===== src/core/tpm_pkg.sv =====
// Shared constants for the thermal protection monitor
`default_nettype none
package tpm_pkg;

  localparam int ADDR_W          = 12;
  localparam int IDX_W           = 10;
  localparam int REG_W           = 16;
  localparam int SYNC_STAGES     = 2;

  // Register indices, byte address is four times the index
  localparam logic [IDX_W-1:0] IDX_ADD_CTRL1 = 10'h017;
  localparam logic [IDX_W-1:0] IDX_FLAGS     = 10'h02f;
  localparam logic [IDX_W-1:0] IDX_MON_EN    = 10'h030;
  localparam logic [IDX_W-1:0] IDX_OUT_EN    = 10'h031;
  localparam logic [IDX_W-1:0] IDX_PIN_CFG   = 10'h032;

  // Field positions
  localparam int AUTO_SHDN_BIT   = 8;
  localparam int HP_MON_BIT      = 2;
  localparam int SPK_MON_BIT     = 1;
  localparam int HP_ERR_BIT      = 3;
  localparam int HP_WARN_BIT     = 2;
  localparam int SPK_ERR_BIT     = 1;
  localparam int SPK_WARN_BIT    = 0;
  localparam int CP_EN_BIT       = 0;
  localparam int SPKL_EN_BIT     = 1;
  localparam int SPKR_EN_BIT     = 2;
  localparam int PIN_FUNC_BIT    = 0;
  localparam int PIN_ERR_SEL_BIT = 1;

  // Reset values
  localparam logic       AUTO_SHDN_RST = 1'b1;
  localparam logic [1:0] MON_EN_RST    = 2'h3;
  localparam logic [2:0] OUT_EN_RST    = 3'h0;
  localparam logic [1:0] PIN_CFG_RST   = 2'h0;
  localparam logic [3:0] FLAGS_RST     = 4'h0;

  // Sensor thresholds in degrees Celsius
  localparam int WARN_TEMP_C = 125;
  localparam int ERR_TEMP_C  = 145;

  typedef enum logic [0:0] {ST_NORMAL, ST_SHUTDOWN} tpm_state_t;

endpackage
`default_nettype wire


===== src/core/tpm_sync.sv =====
// Multi-bit level synchroniser for comparator outputs
`timescale 1ns/100ps
`default_nettype none
module tpm_sync #(
  parameter int WIDTH  = 4,
  parameter int STAGES = tpm_pkg::SYNC_STAGES
) (
  input  wire logic             clk,
  input  wire logic             reset,
  input  wire logic [WIDTH-1:0] asyncIn,
  output logic      [WIDTH-1:0] syncOut
);

  if (STAGES < 2)
  begin : gBadStages
    $error("tpm_sync needs at least two stages");
  end

  genvar b;
  generate
    for (b = 0; b < WIDTH; b++)
    begin : gBit
      logic [STAGES-1:0] chain_r;
      // Chain of flops per bit
      always_ff @(posedge clk)
      begin
        if (reset)
          chain_r <= '0;
        else
          chain_r <= {chain_r[STAGES-2:0], asyncIn[b]};
      end
      assign syncOut[b] = chain_r[STAGES-1];
    end
  endgenerate

endmodule
`default_nettype wire


===== src/core/tpm_monitor.sv =====
// Thermal protection monitor with APB registers and automatic shutdown
//
// Behaviour
// - Separate headphone and speaker warning/hazard classification
// - Each monitor runs only while enabled
// - Warning flag set at warning threshold
// - Error flag set at hazardous threshold
// - Any error cuts speakers and charge pump
// - Restore prior enables once temperature falls
// - Auto shutdown bit, needs a monitor enabled
// - Read-only flags register, reset zero
// - Temperature status drives configurable pin
// - Flag rises raise event pulses
`timescale 1ns/100ps
`default_nettype none
module tpm_monitor #(
  parameter int SYNC_STAGES = tpm_pkg::SYNC_STAGES
) (
  input  wire logic                        clk,
  input  wire logic                        reset,
  input  wire logic                        psel,
  input  wire logic                        penable,
  input  wire logic                        pwrite,
  input  wire logic [tpm_pkg::ADDR_W-1:0]  paddr,
  input  wire logic [31:0]                 pwdata,
  input  wire logic [3:0]                  pstrb,
  output logic      [31:0]                 prdata,
  output logic                             pready,
  output logic                             pslverr,
  input  wire logic                        hpWarnComp,
  input  wire logic                        hpErrComp,
  input  wire logic                        spkWarnComp,
  input  wire logic                        spkErrComp,
  output logic                             leftSpeakerOutputEnable,
  output logic                             rightSpeakerOutputEnable,
  output logic                             chargePumpEnable,
  output logic                             tempStatusPin,
  output logic                             tempStatusPinOe,
  output logic      [3:0]                  flagEvent,
  output logic                             shutdownActive
);

  if (SYNC_STAGES < 2)
  begin : gBadSync
    $error("tpm_monitor needs at least two synchroniser stages");
  end

  logic                       autoShutdown_r;
  logic [1:0]                 monEn_r;
  logic [2:0]                 outEn_r;
  logic [1:0]                 pinCfg_r;
  logic [3:0]                 flags_r;
  logic [3:0]                 flagsNxt;
  logic [3:0]                 compSync;
  logic [3:0]                 flagEvent_r;
  logic [31:0]                prdata_r;
  logic [31:0]                rdNxt;
  logic                       pslverr_r;
  logic                       mapped;
  logic                       setupPh;
  logic                       wrAcc;
  logic [tpm_pkg::IDX_W-1:0]  idx;
  logic                       leftSpk_r;
  logic                       rightSpk_r;
  logic                       cp_r;
  logic                       pin_r;
  logic                       pinOe_r;
  logic                       anyErr;
  logic                       anyFlag;
  logic                       hpOn;
  logic                       spkOn;
  tpm_pkg::tpm_state_t        state_r;

  tpm_sync #(
    .WIDTH  (4),
    .STAGES (SYNC_STAGES)
  ) uSync (
    .clk     (clk),
    .reset   (reset),
    .asyncIn ({hpErrComp, hpWarnComp, spkErrComp, spkWarnComp}),
    .syncOut (compSync)
  );

  assign idx     = paddr[tpm_pkg::ADDR_W-1:2];
  assign setupPh = psel && !penable;
  assign wrAcc   = psel && penable && pwrite;
  assign pready  = 1'b1;
  assign mapped  = (idx == tpm_pkg::IDX_ADD_CTRL1) || (idx == tpm_pkg::IDX_FLAGS) ||
                   (idx == tpm_pkg::IDX_MON_EN) || (idx == tpm_pkg::IDX_OUT_EN) ||
                   (idx == tpm_pkg::IDX_PIN_CFG);
  assign hpOn    = monEn_r[tpm_pkg::HP_MON_BIT-1];
  assign spkOn   = monEn_r[tpm_pkg::SPK_MON_BIT-1];

  always_ff @(posedge clk)
  begin
    if (reset)
      autoShutdown_r <= tpm_pkg::AUTO_SHDN_RST;
    else if (wrAcc && idx == tpm_pkg::IDX_ADD_CTRL1 && pstrb[1])
      autoShutdown_r <= pwdata[tpm_pkg::AUTO_SHDN_BIT];
  end

  always_ff @(posedge clk)
  begin
    if (reset)
      monEn_r <= tpm_pkg::MON_EN_RST;
    else if (wrAcc && idx == tpm_pkg::IDX_MON_EN && pstrb[0])
      monEn_r <= pwdata[tpm_pkg::HP_MON_BIT:tpm_pkg::SPK_MON_BIT];
  end

  // Output and pin configuration
  always_ff @(posedge clk)
  begin
    if (reset)
    begin
      outEn_r  <= tpm_pkg::OUT_EN_RST;
      pinCfg_r <= tpm_pkg::PIN_CFG_RST;
    end
    else if (wrAcc && pstrb[0])
    begin
      if (idx == tpm_pkg::IDX_OUT_EN)
        outEn_r <= pwdata[tpm_pkg::SPKR_EN_BIT:tpm_pkg::CP_EN_BIT];
      if (idx == tpm_pkg::IDX_PIN_CFG)
        pinCfg_r <= pwdata[tpm_pkg::PIN_ERR_SEL_BIT:tpm_pkg::PIN_FUNC_BIT];
    end
  end

  always_comb
  begin
    flagsNxt = '0;
    flagsNxt[tpm_pkg::HP_WARN_BIT]  = compSync[tpm_pkg::HP_WARN_BIT] && hpOn;
    flagsNxt[tpm_pkg::SPK_WARN_BIT] = compSync[tpm_pkg::SPK_WARN_BIT] && spkOn;
    flagsNxt[tpm_pkg::HP_ERR_BIT]   = compSync[tpm_pkg::HP_ERR_BIT] && hpOn;
    flagsNxt[tpm_pkg::SPK_ERR_BIT]  = compSync[tpm_pkg::SPK_ERR_BIT] && spkOn;
  end

  always_ff @(posedge clk)
  begin
    if (reset)
      flags_r <= tpm_pkg::FLAGS_RST;
    else
      flags_r <= flagsNxt;
  end

  always_ff @(posedge clk)
  begin
    if (reset)
      flagEvent_r <= '0;
    else
      flagEvent_r <= flagsNxt & ~flags_r;
  end

  assign anyErr  = flags_r[tpm_pkg::HP_ERR_BIT] || flags_r[tpm_pkg::SPK_ERR_BIT];
  assign anyFlag = |flags_r;

  always_ff @(posedge clk)
  begin
    if (reset)
      state_r <= tpm_pkg::ST_NORMAL;
    else
    begin
      case (state_r)
        tpm_pkg::ST_NORMAL:
          if (autoShutdown_r && anyErr)
            state_r <= tpm_pkg::ST_SHUTDOWN;
        tpm_pkg::ST_SHUTDOWN:
          if (!anyErr || !autoShutdown_r)
            state_r <= tpm_pkg::ST_NORMAL;
        default:
          state_r <= tpm_pkg::ST_NORMAL;
      endcase
    end
  end

  always_ff @(posedge clk)
  begin
    if (reset)
    begin
      leftSpk_r  <= 1'b0;
      rightSpk_r <= 1'b0;
      cp_r       <= 1'b0;
    end
    else if (state_r == tpm_pkg::ST_SHUTDOWN)
    begin
      leftSpk_r  <= 1'b0;
      rightSpk_r <= 1'b0;
      cp_r       <= 1'b0;
    end
    else
    begin
      leftSpk_r  <= outEn_r[tpm_pkg::SPKL_EN_BIT];
      rightSpk_r <= outEn_r[tpm_pkg::SPKR_EN_BIT];
      cp_r       <= outEn_r[tpm_pkg::CP_EN_BIT];
    end
  end

  always_ff @(posedge clk)
  begin
    if (reset)
    begin
      pin_r   <= 1'b0;
      pinOe_r <= 1'b0;
    end
    else
    begin
      pinOe_r <= pinCfg_r[tpm_pkg::PIN_FUNC_BIT];
      pin_r   <= pinCfg_r[tpm_pkg::PIN_FUNC_BIT] &&
                 (pinCfg_r[tpm_pkg::PIN_ERR_SEL_BIT] ? anyErr : anyFlag);
    end
  end

  always_comb
  begin
    rdNxt = '0;
    case (idx)
      tpm_pkg::IDX_ADD_CTRL1: rdNxt[tpm_pkg::AUTO_SHDN_BIT] = autoShutdown_r;
      tpm_pkg::IDX_FLAGS:     rdNxt[3:0] = flags_r;
      tpm_pkg::IDX_MON_EN:    rdNxt[tpm_pkg::HP_MON_BIT:tpm_pkg::SPK_MON_BIT] = monEn_r;
      tpm_pkg::IDX_OUT_EN:    rdNxt[2:0] = outEn_r;
      tpm_pkg::IDX_PIN_CFG:   rdNxt[1:0] = pinCfg_r;
      default:                rdNxt = '0;
    endcase
  end

  // Read data and error captured in setup
  always_ff @(posedge clk)
  begin
    if (reset)
    begin
      prdata_r  <= '0;
      pslverr_r <= 1'b0;
    end
    else if (setupPh)
    begin
      prdata_r  <= pwrite ? 32'h0000_0000 : rdNxt;
      pslverr_r <= !mapped;
    end
  end

  assign prdata                   = prdata_r;
  assign pslverr                  = pslverr_r;
  assign leftSpeakerOutputEnable  = leftSpk_r;
  assign rightSpeakerOutputEnable = rightSpk_r;
  assign chargePumpEnable         = cp_r;
  assign tempStatusPin            = pin_r;
  assign tempStatusPinOe          = pinOe_r;
  assign flagEvent                = flagEvent_r;
  assign shutdownActive           = (state_r == tpm_pkg::ST_SHUTDOWN);
endmodule
`default_nettype wire


===== config.mk =====
export PLATFORM = sky130hd
export DESIGN_NAME = tpm_monitor
export DESIGN_NICKNAME = d
export VERILOG_FILES = /design/src/core/tpm_pkg.sv /design/src/core/tpm_sync.sv /design/src/core/tpm_monitor.sv
export SDC_FILE = /design/constraint.sdc
export NUM_CORES = 1
export LEC_CHECK = 0
export ABC_AREA = 1
export BUFFER_PORTS_ARGS = -buffer_cell sky130_fd_sc_hd__buf_4
export CORE_MARGIN = 2
export CORE_UTILIZATION = 47
export DETAILED_ROUTE_END_ITERATION = 7
export GPL_TIMING_DRIVEN = 0
export PLACE_DENSITY = 0.84
export SYNTH_ARGS = -nofsm -noshare
export SYNTH_HDL_FRONTEND = slang
export SYNTH_SLANG_ARGS = --single-unit

===== constraint.sdc =====
create_clock -name clk -period 2.2 [get_ports clk]
set_input_delay 0.33 -clock clk [delete_from_list [all_inputs] [get_ports clk]]
set_output_delay 0.33 -clock clk [all_outputs]
set_load 0.03 [all_outputs]

# After elaboration in Yosys (flattened, before gate mapping)
# Cells that the tools add are included.
dict set report totals {
  register_bits 63
  in_bits 57
  wordCells 64
  out_inout_bits 44
}
dict set report classes {
  bitwise 3
  muxes 10
  eq_ne 5
  n_reduce_logical 28
}
# op count
set op_table {}
lappend op_table {{equality test 10 x 6 -> 1 bit (second input constant)} 4}
lappend op_table {{logical AND 1 bit} 14}
lappend op_table {{equality test 10 x 5 -> 1 bit (second input constant)} 1}
lappend op_table {{2-to-1 mux 9 bit} 1}
lappend op_table {{logical OR 1 bit} 6}
lappend op_table {{one-hot mux 1 bit (3 select lines)} 2}
lappend op_table {{2-to-1 mux 1 bit} 5}
lappend op_table {{bitwise AND 4 bit} 1}
lappend op_table {{zero test 1 bit} 4}
lappend op_table {{NOT 4 bit} 1}
lappend op_table {{one-hot mux 1 bit (4 select lines)} 1}
lappend op_table {{AND reduction 2 bit} 2}
lappend op_table {{OR reduction 4 bit} 1}
lappend op_table {{one-hot mux 1 bit (2 select lines)} 1}
lappend op_table {{OR reduction 2 bit} 1}
lappend op_table {{NOT 1 bit} 1}

# Logic depth before layout (Yosys ltp)
# Gate-level depths: netlist (run 1).
dict set report depth {
  ltp_word 6
  mapped_depth 9
  mapped_depth_nobuf 9
}

# Modules after synthesis
# Synthesis (run 1) repeated with hierarchy kept, for this count alone.
dict set report unflattened {
  hier_cells 223
  area_unflattened_um2 1746.7
}
# mod n_inst seq_area_each_um2 cells_each area_each_um2
set modules_own_cells {}
lappend modules_own_cells {tpm_monitor 1 560.5 194 1485.2}
lappend modules_own_cells {tpm_sync 1 160.2 29 261.5}

# Worst setup path after synthesis (run 1)
# OpenSTA, ideal clock, no wires.
dict set report synth_timing {
  kind {input -> register}
  from {in paddr[11] (netlist bit)}
  to {reg autoShutdown_r}
  t_arrival_ns 1.018
  path_buffers 0
  slack_ns 1.062
  required_time_ns 2.080
  path_stages 6
  setup_ns 0.120
  path_cell_list {nor2_4 > nand3b_2 > nor2_2 > nand3_1 > a21oi_1 > o21ai_1}
}
dict set report synth_between {
  elab_chain_len 3
}
# element line_no
set synth_rtl {}
lappend synth_rtl {{from (decl)} tpm_monitor.sv:24} ;# input wire logic [tpm_pkg::ADDR_W-1:0] paddr,
lappend synth_rtl {{equality test 10 x 5 -> 1 bit} tpm_monitor.sv:98} ;# else if (wrAcc && idx == tpm_pkg::IDX_ADD_CTRL1 && pstrb[1])
lappend synth_rtl {{logical AND 1 bit (2 in a row)} tpm_monitor.sv:98}
lappend synth_rtl {{to (signal assigned)} tpm_monitor.sv:97} ;# autoShutdown_r <= tpm_pkg::AUTO_SHDN_RST;
lappend synth_rtl {{to (signal assigned)} tpm_monitor.sv:99} ;# autoShutdown_r <= pwdata[tpm_pkg::AUTO_SHDN_BIT];
lappend synth_rtl {{to (decl)} tpm_monitor.sv:48} ;# logic autoShutdown_r;
# No other way between the ends.
# A chain may end at the register's enable or synchronous reset.

# Worst setup path after layout (run 1)
dict set report layout_timing {
  from {in paddr[9] (netlist bit)}
  to {reg pslverr_r (netlist: pslverr)}
}
dict set report layout_between {
  elab_chain_len 6
  elab_cells_between_ends 10
  cone_classes {eq/ne: 5; reduce/logical: 5}
}
# element line_no
set layout_rtl {}
lappend layout_rtl {{equality test 10 x 5 -> 1 bit or equality test 10 x 6 -> 1 bit (tied branches)} tpm_monitor.sv:88} ;# assign mapped = (idx == tpm_pkg::IDX_ADD_CTRL1) || (idx == tpm_pkg::IDX_FLAGS) ||
lappend layout_rtl {{logical OR 1 bit (2 in a row)} tpm_monitor.sv:88}
lappend layout_rtl {{logical OR 1 bit} tpm_monitor.sv:89} ;# (idx == tpm_pkg::IDX_MON_EN) || (idx == tpm_pkg::IDX_OUT_EN) ||
lappend layout_rtl {{logical OR 1 bit *} tpm_monitor.sv:89}
lappend layout_rtl {{zero test 1 bit *} tpm_monitor.sv:235} ;# pslverr_r <= !mapped;
lappend layout_rtl {{to (signal assigned)} tpm_monitor.sv:235}
lappend layout_rtl {{to (decl)} tpm_monitor.sv:58} ;# logic pslverr_r;
# Mark *: on every way between the ends. The rest lies on a longest branch, timed or not.

==> results of run 1 <==
## final cells by class
type	instances	area, um^2
Clock inverter	3	46.3
Inverter	33	129
Timing Repair Buffer	40	300
Clock buffer	5	68.8
Fill cell	336	1290
Buffer	32	240
Tap cell	48	60.1
Multi-Input combinational cell	143	806
Sequential cell	36	721
## cells in the mapped netlist (all sizes together)
cell type | number | area, um^2
nor3 | 6 | 41.3
nor4 | 4 | 25.0
dfxtp | 36 | 721
nand3 | 15 | 125
inv | 32 | 120
nor2 | 31 | 191
nand4 | 6 | 37.5
or2 | 2 | 12.5
o21ai | 11 | 58.8
nand2 | 27 | 124
a32oi | 1 | 8.76
buf | 31 | 236
conb | 2 | 7.51
a21boi | 1 | 7.51
clkinv | 1 | 8.76
a21oi | 10 | 57.6
clkbuf | 1 | 3.75
nand3b | 1 | 11.3
## flip-flops by register name (all words and copies together), names as in the netlist
| name | flops |
|---|---|
| uSync.gBit.chain_r | 8 |
| prdata | 5 |
| flagEvent | 4 |
| flags_r | 4 |
| outEn_r | 3 |
| monEn_r | 2 |
| pinCfg_r | 2 |
| autoShutdown_r | 1 |
| chargePumpEnable | 1 |
| leftSpeakerOutputEnable | 1 |
| pslverr | 1 |
| rightSpeakerOutputEnable | 1 |
| shutdownActive | 1 |
| tempStatusPin | 1 |
| tempStatusPinOe | 1 |
## where the power goes
part | internal, mW | switching [mW] | total, mW
clock | 0.341 | 0.252 | 0.593
combinational | 0.0899 | 0.146 | 0.236
sequential | 0.665 | 0.00481 | 0.670
total | 1.10 | 0.403 | 1.50
## critical path: cells and delay by family
family          cells  cell delay (ns)
buf+inv             1             0.12
simple gates        7             0.76
compound gates      1             0.14
## layout by cell type (no fill, tap or decap), types with 2 or more instances in the layout
cell,synthesis,final
a21oi_1,8,8
a21oi_2,2,2
buf_4,28,68
buf_6,2,2
clkbuf_8,0,5
conb_1,2,28
dfxtp_1,36,36
inv_1,28,28
inv_2,4,4
nand2_1,22,22
nand2_2,3,3
nand2_4,2,2
nand3_1,8,8
nand3_2,5,5
nand3_4,2,2
nand4_1,6,6
nor2_1,22,22
nor2_2,2,2
nor2_4,5,5
nor2_8,2,2
nor3_1,5,5
nor4_1,4,4
o21ai_0,3,3
o21ai_1,7,7
## per-stage QoR
step                total power, mW  instances  area [um^2]  utilization [%]
detailed placement            0.919        332         2260             61.6
global placement              0.916        332         2260             61.6
finish                         1.50        340         2370             64.8
floorplan                     0.855        244         1900                -
global route                   1.55        340         2370             64.8
CTS                            1.51        340         2370             64.8
## final timing paths
check             slack (ns)                                start                             endpoint
setup reg to reg        1.34              outEn_r[0]$_SDFFE_PP0P_               prdata[0]$_SDFFE_PP0P_
hold reg to reg         0.40  uSync.gBit[1].chain_r[0]$_SDFF_PP0_  uSync.gBit[1].chain_r[1]$_SDFF_PP0_
setup / recovery        1.02                             paddr[9]                 pslverr$_SDFFE_PP0P_
hold / removal          0.23                           spkErrComp  uSync.gBit[1].chain_r[0]$_SDFF_PP0_
## cells by family after synthesis
group	Yosys count
other	2
AO/OA/AOI/OAI	23
AND/OR/NAND/NOR	92
flip-flops	36
buffers and inverters	65
## per-layer routing
metal  up-vias  global-route usage [%]
met5         -                       0
met3        11                    5.96
li1        780                       -
met4         0                    9.90
met2        38                    30.2
met1       667                    18.1
==> summary.txt, run 1 <==
Max Buffers Root-to-Sink = 2
Layout area overhead = 31.9%
most used cell, CP = nor2_1
kind of critical path = in -> reg
crit path max-delay cell type = nor2_4
area of the die = 4340 um^2
Clk Latency, worst-skew pair = 0.29 ns
setup TNS = 0 ns
Iteration-0 DRC Markers = 81
routability cong. = 0.868
initial core utilization = 49.1%
Clock Root Buffer = clkbuf_8
share of layout cells above drive strength 1 = 37.7%
Cell Chain, Critical Path = buf_4, nor2_4, nand2_4, nor2_4, nand2_1, o21ai_1, nor2_1, nor2_1, nor2_1
pin count of the biggest net entering global routing = 14
WL met3 = 256 um
Yosys cell types = 33
Worst Skew = 0.00726 ns
first-pass GRT wire length = 5690 um
Reg2Reg Depth = 4
CP max FO = 4
HP Class = in -> reg
initial antenna violation count = 0
final period utilization = 53.4%
max incr delay on CP = 0.19 ns
compound-cell area share of the yosys netlist = 7.38%
Critical Path RT = 2.39 ns
max-slew violation count = 0
met2 WL post-DR = 1800 um
RSZ-0062 raised after global routing = no
vias in the first global route = 1,372
portion of netlist area occupied by mux cells = 0%
Hold Slack = 0.235 ns
# resized after CTS = 0
PD cells = 632 nW/um^2
post-CTS repair timing setup buffer count = 0
Clock Sinks = 36
Reg clk slew, reported paths = 0.07 ns
main combinational cell family by area after synthesis = simple AND/OR/NAND/NOR gates
WL final = 3500 um
yosys warns = 0
Post-DRT Antenna Nets = 0
total grt overflow = 0
hold path depth = 3
core box area = 3660 um^2
M1 WL = 1350 um
Synth Register Bits = 36
# hold bufs at CTS = 0
Seq/Total Area, Yosys = 40.1%
count of nets after finishing = 348
post-route setup slack = 1.02 ns
XOR/XNOR Fraction of Synth Area = 0%
Max Cap Violations = 0
DP Worst Slack = 0.752 ns
LEAKAGE = 1.20 nW
maximum vdd drop = 401 uV
chip height = 65.9 um
Boundary Pins = 101
minimum clock period after layout = 1.18 ns
n_diodes = 0
final setup fails = 0
Adder-Cell Fraction of Synth Area = 0%
row cnt = 22
DP HPWL = 2830 um
drt drc = 0
CTS Buf Count = 5
Syn Inst Count = 218
DR pass1 iterations = 4
Top Metal Used = met4
via count = 1,496
average wire per standard cell = 10.3 um
GRT Overall Usage = 17.4%
CP endpoint kind = flop
final hold vios = 0
H-tree level count = 2
Post-Synth Simple-Gate Area = 31.6%
synthesized area per cell = 8.25 um^2
chip width = 65.9 um
worst path arrival time = 1.36 ns
crit start category = input port
outcome = finished, final reports clean
# port buffers = 40
CTS tree = done
fmax = 850 MHz
cell area after synthesis = 1800 um^2
via density per instance = 4.40
Note: power is estimated with default switching activity, not from simulation.
==> run 2: changes to the inputs <==
- CORE_UTILIZATION: 47 -> 44
- PLACE_DENSITY: 0.84 -> 0.8
- clock period: 2.2 -> 1.1 ns (I/O delays scaled with it)
==> run 2 against run 1 <==
Sequential share of layout area increased by 0.064 points. Register-to-register slack got worse by 1.1 ns. Count of clock-buffer cells in the layout increased by 1. Clock power increased by 89%. Final area decreased by 0.21%. Non-clock buffer count unchanged. Global-route usage decreased by 0.72 points. First-iteration DRC count decreased by 52%. Largest cell class unchanged.
==> summary.txt, run 2 (synthesis results as in run 1) <==
Clock Sinks = 36 (unchanged)
crit path max-delay cell type = nor2_4
Finished Core Util = 59.6% (-5.2 points)
final hold vios = 0 (unchanged)
average wire per standard cell = 9.94 um (-3.4%)
# hold bufs at CTS = 0 (unchanged)
outcome = finished, final reports clean
RSZ-0062 raised after global routing = no
Reg clk slew, reported paths = 0.07 ns (about the same)
total grt overflow = 0 (unchanged)
Max Cap Violations = 0 (unchanged)
drt drc = 0 (unchanged)
Max Buffers Root-to-Sink = 2 (unchanged)
Worst Skew = 0.00334 ns (-0.00391 ns)
# port buffers = 40 (unchanged)
vias in the first global route = 1,353 (-1.4%)
WL final = 3400 um (-2.8%)
# resized after CTS = 0 (unchanged)
Iteration-0 DRC Markers = 39 (-52%)
maximum vdd drop = 941 uV (+130%)
CTS tree = done
core box area = 3970 um^2 (+8.5%)
DP HPWL = 2780 um (-2.0%)
worst path arrival time = 1.19 ns (-0.17 ns)
Critical Path RT = 1.28 ns (-1.11 ns)
max incr delay on CP = 0.27 ns (+0.08 ns)
Hold Crit Start = hpErrComp
reg2reg setup slack = 0.26 ns (-1.08 ns)
setup TNS = 0 ns (unchanged)
Worst Hold End = uSync.gBit[3].chain_r[0]$_SDFF_PP0_
final std cells w/o fill = 342 (+0.59%)
initial core utilization = 45.3% (-3.8 points)
CP endpoint kind = flop
crit start category = input port
Top reg by flops = uSync.gBit.chain_r
area of the die = 4610 um^2 (+6.4%)
share of layout cells above drive strength 1 = 37.3% (-0.34 points)
DP Worst Slack = -0.198 ns (-0.951 ns)
Reg2Reg Depth = 4 (unchanged)
Critical Path Start = paddr[11]
PD cells = 1240 nW/um^2 (+96%)
total power = 2.93 mW (+96%)
max reg flops = 8 (unchanged)
Combinational Power Share = 16.0% (+0.3 points)
total internal power = 2.18 mW (+99%)
post-CTS repair timing setup buffer count = 0 (unchanged)
final setup fails = 0 (unchanged)
most frequent cells in the layout = buf_4 (68), dfxtp_1 (36), inv_1 (28), conb_1 (28)
kind of critical path = in -> reg
chip width = 67.9 um (+3.2%)
via count = 1,482 (-0.94%)
final period utilization = 91.8%
chip height = 67.9 um (+3.2%)
Boundary Pins = 101 (unchanged)
fmax = 990 MHz
clock network fraction of design power = 38.3% (-1.3 points)
Clk Latency, worst-skew pair = 0.29 ns (about the same)
Cell Chain, Critical Path = buf_4, nor2_4, nand3b_2, nor2_2, nand3_1, a21oi_1, o21ai_1
Post-DRT Antenna Nets = 0 (unchanged)
GRT Overall Usage = 16.6% (-0.72 points)
HP Class = in -> reg
most common cell after layout, fill and taps aside = buf_4
n_diodes = 0 (unchanged)
pin count of the biggest net entering global routing = 12 (-2)
DR pass1 iterations = 4 (unchanged)
max-slew violation count = 0 (unchanged)
LEAKAGE = 1.20 nW (about the same)
hold path depth = 3 (unchanged)
post-route setup slack = 0.0902 ns (-0.934 ns)
initial antenna violation count = 0 (unchanged)
Layout area overhead = 31.6%
CTS Buf Count = 5 (unchanged)
Critical R2R Capture = prdata[2]$_SDFFE_PP0P_
Flop pwr share = 45.7% (+1.0 points)
routability cong. = 0.795 (-8.4%)
via density per instance = 4.33 (-1.5%)
row cnt = 23 (+4.5%)
FF-to-FF Start = flags_r[2]$_SDFF_PP0_
Sw Share = 25.7% (-1.2 points)
minimum clock period after layout = 1.01 ns
Clock Root Buffer = clkbuf_8
Psw = 753 uW (+87%)
first-pass GRT wire length = 5730 um (+0.84%)
H-tree level count = 2 (unchanged)
CP max FO = 7 (+3)
placed cell count = 334 (+0.60%)
count of nets after finishing = 348 (unchanged)
==> run 2: changes by cell type in the layout (fill, tap and decap cells not counted) <==
cell	change
clkinv_2	+1
clkbuf_1	+1
inv_6	-1
clkinvlp_4	-1
==> run 2: power groups by stage <==
stage	clock, mW	combinational (mW)	sequential (mW)
after floorplan	0	0.322	1.39
after global placement	0	0.463	1.37
after detailed placement	0	0.467	1.37
after CTS	1.14	0.469	1.34
after global routing	1.20	0.510	1.34
final	1.12	0.471	1.34
==> run 2: how the worst max path moves through the flow <==
stage	to	slack, ns	depth (start not counted)
2_1_floorplan	autoShutdown_r$_SDFFE_PP1P_	0.13	6
3_3_place_gp	autoShutdown_r$_SDFFE_PP1P_	-0.17	7
3_5_place_dp	autoShutdown_r$_SDFFE_PP1P_	-0.20	7
4_1_cts	autoShutdown_r$_SDFFE_PP1P_	0.10	7
5_1_grt	autoShutdown_r$_SDFFE_PP1P_	0.003	7
6_report	autoShutdown_r$_SDFFE_PP1P_	0.09	7
==> run 2: metrics by stage <==
| stage | cell area (um^2) | hold WS, ns |
|---|---|---|
| after floorplan | 1900 | 0.242 |
| after global placement | 2260 | 0.369 |
| after detailed placement | 2260 | 0.371 |
| after CTS | 2370 | 0.0709 |
| after global routing | 2370 | 0.0683 |
| final | 2370 | 0.0769 |
==> run 2: metal layers <==
layer | wire length [um] | global-route usage (%) | part of all wire (%) | up-vias
li1 | - | - | - | 781
met1 | 1460 | 18.9 | 43 | 646
met2 | 1610 | 29.2 | 47 | 50
met3 | 272 | 4.61 | 8.0 | 5
met4 | 56 | 6.75 | 1.6 | 0
met5 | 0 | 0 | 0 | -
==> run 2: critical path, delay by kind of cell <==
kind | cells | cell delay (ns)
buffers and inverters | 1 | 0.12
AOI/OAI and AO/OA | 2 | 0.21
and+or+nand+nor | 4 | 0.67
==> run 2: area by class of cell <==
cell class / count / area, um^2
tap: 50 / 62.6
sequential: 36 / 721
inverter: 33 / 129
buffer: 32 / 240
multi-input combinational: 143 / 806
clock inverter: 2 / 35.0
timing repair buffer: 40 / 300
fill: 374 / 1610
clock buffer: 6 / 72.6
